==> config.mk <==
export PLATFORM = sky130hd
export DESIGN_NAME = negate_multiply_stack_ops
export DESIGN_NICKNAME = d
export VERILOG_FILES = /design/src/rtl/core_ops_pkg.sv /design/src/rtl/addr_former.sv /design/src/rtl/negate_multiply_stack_ops.sv
export SDC_FILE = /design/constraint.sdc
export NUM_CORES = 1
export LEC_CHECK = 0
export BUFFER_PORTS_ARGS = -buffer_cell sky130_fd_sc_hd__clkbuf_2
export CAP_MARGIN = 10
export CORE_MARGIN = 3
export CORE_UTILIZATION = 38
export DETAILED_ROUTE_END_ITERATION = 6
export PLACE_DENSITY = 0.66
export SLEW_MARGIN = 20
export SYNTH_ARGS = -nofsm -noshare
export SYNTH_HDL_FRONTEND = slang
export SYNTH_SLANG_ARGS = --single-unit
==> constraint.sdc <==
create_clock -name mclk -period 6.69 [get_ports mclk]
set_input_delay 1.338 -clock mclk [delete_from_list [all_inputs] [get_ports mclk]]
set_output_delay 1.338 -clock mclk [all_outputs]
set_load 0.05 [all_outputs]
==> src/rtl/core_ops_pkg.sv <==
package core_ops_pkg;

    // instruction encodings (negate and product upper bits compared under a mask, discard as a whole word)
    localparam logic [15:0] negate_pattern   = 16'h6c00;
    localparam logic [15:0] negate_mask      = 16'hfe00;
    localparam logic [15:0] product_pattern  = 16'h0200;
    localparam logic [15:0] product_mask     = 16'hfe00;
    localparam logic [15:0] discard_code     = 16'h0006;
    localparam logic [15:0] nop_code         = 16'h0000;
    localparam logic [3:0]  nop_alt_nibble   = 4'hf;

    // operand field positions
    localparam int bank_mode_bit = 8;
    localparam int file_msb      = 7;

    // indexed literal offset window upper bound
    localparam logic [7:0] indexed_limit = 8'h5f;
    // access bank upper part starts here (lower part, 0x00 to 0x5f, is file bank 0)
    localparam logic [7:0] access_split  = 8'h60;
    localparam logic [3:0] access_high_bank = 4'hf;

    // status bit positions
    localparam int carry_pos = 0;
    localparam int half_pos  = 1;
    localparam int null_pos  = 2;
    localparam int wrap_pos  = 3;
    localparam int msb_pos   = 4;

    localparam logic [4:0] status_reset  = 5'h00;
    localparam logic [7:0] product_reset = 8'h00;

    // quarter-cycle phases of one instruction cycle
    typedef enum logic [1:0] {
        phase_decode  = 2'b00,
        phase_read    = 2'b01,
        phase_process = 2'b10,
        phase_write   = 2'b11
    } phase_type;

    typedef enum logic [1:0] {
        op_none    = 2'b00,
        op_negate  = 2'b01,
        op_product = 2'b10,
        op_discard = 2'b11
    } op_type;

endpackage : core_ops_pkg

==> src/rtl/addr_former.sv <==
`timescale 1ns/1ps
module addr_former
    import core_ops_pkg::*;
(
    input  wire logic        mclk,
    input  wire logic        rstn,
    input  wire logic        load,
    input  wire logic        bank_mode,
    input  wire logic [7:0]  file_field,
    input  wire logic        extended_en,
    input  wire logic [3:0]  bank_pointer,
    input  wire logic [11:0] index_base,
    output logic      [11:0] data_addr
);
    import core_ops_pkg::*;

    logic [11:0] next_addr;

    always_comb begin
        if (bank_mode) begin
            next_addr = {bank_pointer, file_field};
        end else if (extended_en && file_field <= indexed_limit) begin
            next_addr = 12'(index_base + {4'h0, file_field});
        end else if (file_field < access_split) begin
            next_addr = {4'h0, file_field};
        end else begin
            next_addr = {access_high_bank, file_field};
        end
    end

    always_ff @(posedge mclk) begin
        if (!rstn) begin
            data_addr <= 12'h000;
        end else if (load) begin
            data_addr <= next_addr;
        end
    end

endmodule : addr_former

==> src/rtl/negate_multiply_stack_ops.sv <==
// Our own choices: the plain strobed port and the register offsets.
`timescale 1ns/1ps
// Functional notes
// - negate register, write back same location
// - negate updates five arithmetic status flags
// - bank bit selects access or pointer bank
// - extended set indexes operands up to 95
// - unsigned multiply into product pair, flags kept
module negate_multiply_stack_ops
    import core_ops_pkg::*;
(
    input  wire logic        mclk,
    input  wire logic        rstn,
    input  wire logic        instr_valid,
    input  wire logic [15:0] instr_word,
    input  wire logic        extended_en,
    input  wire logic [3:0]  bank_pointer,
    input  wire logic [11:0] index_base,
    input  wire logic [7:0]  accumulator,
    input  wire logic [7:0]  mem_rdata,
    output logic      [11:0] mem_addr,
    output logic             mem_rd,
    output logic             mem_wr,
    output logic      [7:0]  mem_wdata,
    output logic      [7:0]  product_upper,
    output logic      [7:0]  product_lower,
    output logic      [4:0]  status_flags,
    output logic             stack_pop,
    output logic      [1:0]  phase,
    output logic             busy
);
    import core_ops_pkg::*;

    phase_type   cur_phase;
    op_type      cur_op;
    logic [7:0]  operand;
    logic [7:0]  result;
    logic [15:0] product;
    logic [8:0]  sum_full;
    logic [4:0]  half_sum;
    logic        is_negate;
    logic        is_product;
    logic        is_discard;
    logic        take;

    assign is_negate  = (instr_word & negate_mask) == negate_pattern;
    assign is_product = (instr_word & product_mask) == product_pattern;
    assign is_discard = instr_word == discard_code;
    // idle cycles accept a new word; anything not decoded (nop included) runs as no operation
    assign take       = (cur_phase == phase_decode) && instr_valid;

    // four quarter phases per instruction, started by a valid word
    always_ff @(posedge mclk) begin
        if (!rstn) begin
            cur_phase <= phase_decode;
        end else begin
            unique case (cur_phase)
                phase_decode:  cur_phase <= take ? phase_read : phase_decode;
                phase_read:    cur_phase <= phase_process;
                phase_process: cur_phase <= phase_write;
                phase_write:   cur_phase <= phase_decode;
            endcase
        end
    end

    always_ff @(posedge mclk) begin
        if (!rstn) begin
            cur_op <= op_none;
        end else if (take) begin
            if (is_negate) begin
                cur_op <= op_negate;
            end else if (is_product) begin
                cur_op <= op_product;
            end else if (is_discard) begin
                cur_op <= op_discard;
            end else begin
                cur_op <= op_none;
            end
        end
    end

    addr_former u_addr (
        .mclk         (mclk),
        .rstn         (rstn),
        .load         (take),
        .bank_mode    (instr_word[bank_mode_bit]),
        .file_field   (instr_word[file_msb:0]),
        .extended_en  (extended_en),
        .bank_pointer (bank_pointer),
        .index_base   (index_base),
        .data_addr    (mem_addr)
    );

    // memory read strobe during the read quarter for operand instructions
    always_ff @(posedge mclk) begin
        if (!rstn) begin
            mem_rd <= 1'b0;
        end else begin
            mem_rd <= take && (is_negate || is_product);
        end
    end

    // read data are taken one cycle after the strobe
    always_ff @(posedge mclk) begin
        if (!rstn) begin
            operand <= 8'h00;
        end else if (cur_phase == phase_process) begin
            operand <= mem_rdata;
        end
    end

    assign sum_full = {1'b0, ~operand} + 9'h001;
    assign half_sum = {1'b0, ~operand[3:0]} + 5'h01;
    assign result   = sum_full[7:0];
    assign product  = {8'h00, operand} * {8'h00, accumulator};

    always_ff @(posedge mclk) begin
        if (!rstn) begin
            mem_wr    <= 1'b0;
            mem_wdata <= 8'h00;
        end else begin
            mem_wr    <= (cur_phase == phase_process) && (cur_op == op_negate);
            mem_wdata <= (cur_phase == phase_process) ? ~mem_rdata + 8'h01 : mem_wdata;
        end
    end

    always_ff @(posedge mclk) begin
        if (!rstn) begin
            status_flags <= status_reset;
        end else if (cur_phase == phase_write && cur_op == op_negate) begin
            status_flags[carry_pos] <= sum_full[8];
            status_flags[half_pos]  <= half_sum[4];
            status_flags[null_pos]  <= result == 8'h00;
            status_flags[wrap_pos]  <= result == 8'h80;
            status_flags[msb_pos]   <= result[7];
        end
    end

    always_ff @(posedge mclk) begin
        if (!rstn) begin
            product_upper <= product_reset;
            product_lower <= product_reset;
        end else if (cur_phase == phase_write && cur_op == op_product) begin
            product_upper <= product[15:8];
            product_lower <= product[7:0];
        end
    end

    always_ff @(posedge mclk) begin
        if (!rstn) begin
            stack_pop <= 1'b0;
        end else begin
            stack_pop <= (cur_phase == phase_read) && (cur_op == op_discard);
        end
    end

    always_ff @(posedge mclk) begin
        if (!rstn) begin
            phase <= 2'b00;
            busy  <= 1'b0;
        end else begin
            phase <= take ? 2'b01 : (cur_phase == phase_decode ? 2'b00 : 2'(cur_phase + 2'b01));
            busy  <= take || (cur_phase != phase_decode && cur_phase != phase_write);
        end
    end
endmodule : negate_multiply_stack_ops

==> results.yml <==
sta:
  worstMarginPinSlew_ns: 0.9403
  final.period_utilization_pct: 82.36
  finalHoldViolations: 0
  finalWorstSetupSlack_ns: 1.180
  period_needed_ns: 5.510
  setup_failing_eps_final: 0
  setup_repair_after_global_routing_missed_its_margin: "false"
  totalNegativeSetupSlack_ns: 0
  worst_slew_margin_rel_pct: 37.31
  finalMaxSlewViolations: 0
  skew_ns: 0.008053
  max_freq_mhz: 181.5
synth:
  ys_warn_count: 0
  share_of_flip_flops_with_an_asynchronous_set_or_reset_after_synthesis_pct: 0
  postSynthAreaPerCell_um2: 8.421
  synth.largest_area_cell: "sky130_fd_sc_hd__dfxtp_1"
  number_of_nets_in_the_synthesized_netlist: 732
  synth_top_cells_by_area: "sky130_fd_sc_hd__dfxtp_1 (23%), sky130_fd_sc_hd__fa_1 (15%), sky130_fd_sc_hd__ha_1 (12%), sky130_fd_sc_hd__and2_1 (5.8%), sky130_fd_sc_hd__inv_1 (5.3%)"
  synth_enable_flop_cells: 0
  number_of_instances_in_the_synthesized_netlist: 594
  seq_area_frac_synth_pct: 23.21
  synthDistinctLibCells: 60
  synth_most_common_cell: "sky130_fd_sc_hd__inv_1"
  syn-cell-area_um2: 5002
  synth_seq_cells: 58
  yosys_most_used_dff: "sky130_fd_sc_hd__dfxtp_1"
  post-synth-top-area-fraction_pct: 23.21
  synth.top_cells.by_count: "sky130_fd_sc_hd__inv_1 (71), sky130_fd_sc_hd__dfxtp_1 (58), sky130_fd_sc_hd__nand2_1 (56), sky130_fd_sc_hd__ha_1 (49), sky130_fd_sc_hd__and2_1 (46)"
setup_path:
  worstPathArrival_ns: 5.72
  critPathKind: "primary input to flip-flop"
  crit_path_end_kind: "flip-flop"
  crit_path_max_fanout: 8
  start_kind: "primary input"
  worst_ep_required_time_ns: 6.90
worst_hold_path:
  hold_path.class: "flip-flop to flip-flop"
finish:
  nets: 817
  filler_cell_count: 1250
  layoutNonFillerInstCount: 856
  final_cell_area_um2: 5889
  antenna_cells: 0
  syn2layout_area_growth_pct: 17.73
  final_layout_size_suffix_gt1_share_pct: 19.15
cts:
  tritoncts_clock_tree: "built"
  clk_transition_reported_paths_ns: 0.05
  cts_inserted_buffers: 9
  clock_latency_ns: 0.33
  clk_path_buf_depth: 2
  cts_htree_levels: 3
  cts_hold_repair.buffers: 0
  cts_root_buf: "sky130_fd_sc_hd__clkbuf_16"
  postCtsSetupBuffers: 0
  tritoncts_num_sinks: 58
  resized_after_cts: 0
placement:
  placed_area_um2: 5595
  routabilityCongestion: 0.8675
  placement.setup.worst_slack_ns: 0.8662
  place_inst: 840
  io_buffers: 98
  detail_placement_hpwl_mm: 9.764
floorplanning:
  die_area_um2: 14580
  die_width_um: 120.7
  core_area_um2: 12720
  die_h_um: 120.7
  design.portCount: 99
  initial_standard_cell_utilization_of_the_core_pct: 39.32
  placementRows: 41
power:
  cellPowerDensity_nw_per_um2: 194.6
  power.static_leakage_nw: 2.803
  peakVddDrop_uv: 122.1
grt:
  antenna_found_initial: 0
  grt_pass1_vias: 4345
  grt_max_degree: 45
  globalRouteTotalUtil_pct: 17.61
  gr-total-overflow: 0
  grt_pass1_wl_mm: 20.89
detailed_routing:
  ant_nets: 0
  drc: 0
  via_to_cell_ratio: 5.093
  drt_first_pass_iters: 4
  wirelength_mm: 12.38
  drt_first_iter_violations: 176
  final_routed_wire_length_divided_by_cell_count_um: 14.46
  dr_total_vias: 4360
status:
  status: "completed"
run:
  maxCapViolations: 0
==> per-stage QoR <==
stage	util, %	power (mW)	hold WS (ns)
after floorplan	-	0.6159	0.4687
after global routing	46.29	1.213	0.4727
after CTS	46.29	1.159	0.4552
after global placement	43.98	0.6956	0.4434
after detailed placement	43.98	0.7017	0.4477
final	46.29	1.146	0.4528
==> cell families (layout without fill, tap and decap cells) <==
group	after synthesis	count (layout)	synth area share [%]
simple gates	224	224	23.41
mux	18	18	3.602
xor+xnor	17	17	2.977
buf+inv	95	185	7.579
compound gates	96	96	12.16
fa+ha+maj	86	86	27.06
flops	58	58	23.21
==> layout by cell type (no fill, tap or decap), types with 3 or more instances in the layout <==
cell                        count
sky130_fd_sc_hd__mux2i_1       18
sky130_fd_sc_hd__xnor2_1        9
sky130_fd_sc_hd__a31oi_1        3
sky130_fd_sc_hd__nand2_1       56
sky130_fd_sc_hd__nor3_1         9
sky130_fd_sc_hd__nand4_1        4
sky130_fd_sc_hd__dfxtp_1       58
sky130_fd_sc_hd__clkbuf_16      9
sky130_fd_sc_hd__a21oi_1       35
sky130_fd_sc_hd__fa_1          37
sky130_fd_sc_hd__clkbuf_2      98
sky130_fd_sc_hd__clkinv_2       3
sky130_fd_sc_hd__inv_1         71
sky130_fd_sc_hd__nor2b_1       15
sky130_fd_sc_hd__or4_1          3
sky130_fd_sc_hd__and2_2         6
sky130_fd_sc_hd__nor2_1        45
sky130_fd_sc_hd__a211oi_1       9
sky130_fd_sc_hd__xor2_1         8
sky130_fd_sc_hd__o31ai_1        4
sky130_fd_sc_hd__nand3_1       13
sky130_fd_sc_hd__or3_1          3
sky130_fd_sc_hd__or2_2          3
sky130_fd_sc_hd__o21ai_0       21
sky130_fd_sc_hd__nand2b_1       6
sky130_fd_sc_hd__ha_1          49
sky130_fd_sc_hd__and2_1        46
==> state kept, by name, indices dropped and copies added, names as in the netlist <==
register	flops
mem_rd	1
product_lower	8
cur_phase	2
status_flags	5
mem_wdata	7
cur_op	2
phase	2
mem_wr	1
u_addr.data_addr	12
operand	8
stack_pop	1
busy	1
product_upper	8
==> metal layers <==
metal,global-route usage [%],up-vias,share of wire [%]
met4,7.507,0,3.6
met2,27.87,150,45
met5,0,-,0
met3,3.882,34,6.3
met1,23.19,2023,45
li1,-,2153,-
==> worst max-delay path, stage by stage <==
cell and delay [ns]:
sky130_fd_sc_hd__clkbuf_2 0.14, sky130_fd_sc_hd__and2_1 0.19, sky130_fd_sc_hd__fa_1 0.53, sky130_fd_sc_hd__inv_1 0.05, sky130_fd_sc_hd__fa_1 0.48, sky130_fd_sc_hd__inv_1 0.06
sky130_fd_sc_hd__fa_1 0.53, sky130_fd_sc_hd__inv_1 0.06, sky130_fd_sc_hd__fa_1 0.53, sky130_fd_sc_hd__inv_1 0.04, sky130_fd_sc_hd__ha_1 0.32, sky130_fd_sc_hd__o21ai_0 0.10
sky130_fd_sc_hd__a21oi_1 0.09, sky130_fd_sc_hd__o311ai_0 0.64, sky130_fd_sc_hd__nor2_1 0.11, sky130_fd_sc_hd__o311a_1 0.31, sky130_fd_sc_hd__a32o_1 0.21
==> report_power, final <==
part	total (mW)	leakage [nW]	switching [mW]	internal, mW
clock	0.452	0.142	0.165	0.287
combinational	0.308	2.19	0.194	0.113
sequential	0.387	0.472	0.0215	0.366
==> area by class of cell <==
class / instances / area, um2 / share of cell area [%]
timing repair buffer: 98 / 490.5 / 8.328
clock inverter: 7 / 68.82 / 1.168
tap: 172 / 215.2 / 3.654
multi-input combinational: 441 / 3462 / 58.78
sequential: 58 / 1161 / 19.72
inverter: 71 / 266.5 / 4.525
clock buffer: 9 / 225.2 / 3.824
==> final timing paths <==
| kind | start | to | slack (ns) | cells past startpoint |
|---|---|---|---|---|
| worst max-delay path | accumulator[4] | product_upper[5] | 1.18 | 17 |
| worst min-delay path | product_lower[0] | product_lower[0] | 0.45 | 2 |
| worst max register to register | operand[0] | product_upper[5] | 1.71 | 15 |
| worst min register to register | product_lower[0] | product_lower[0] | 0.45 | 2 |
Power figures use the tool's default switching activity.
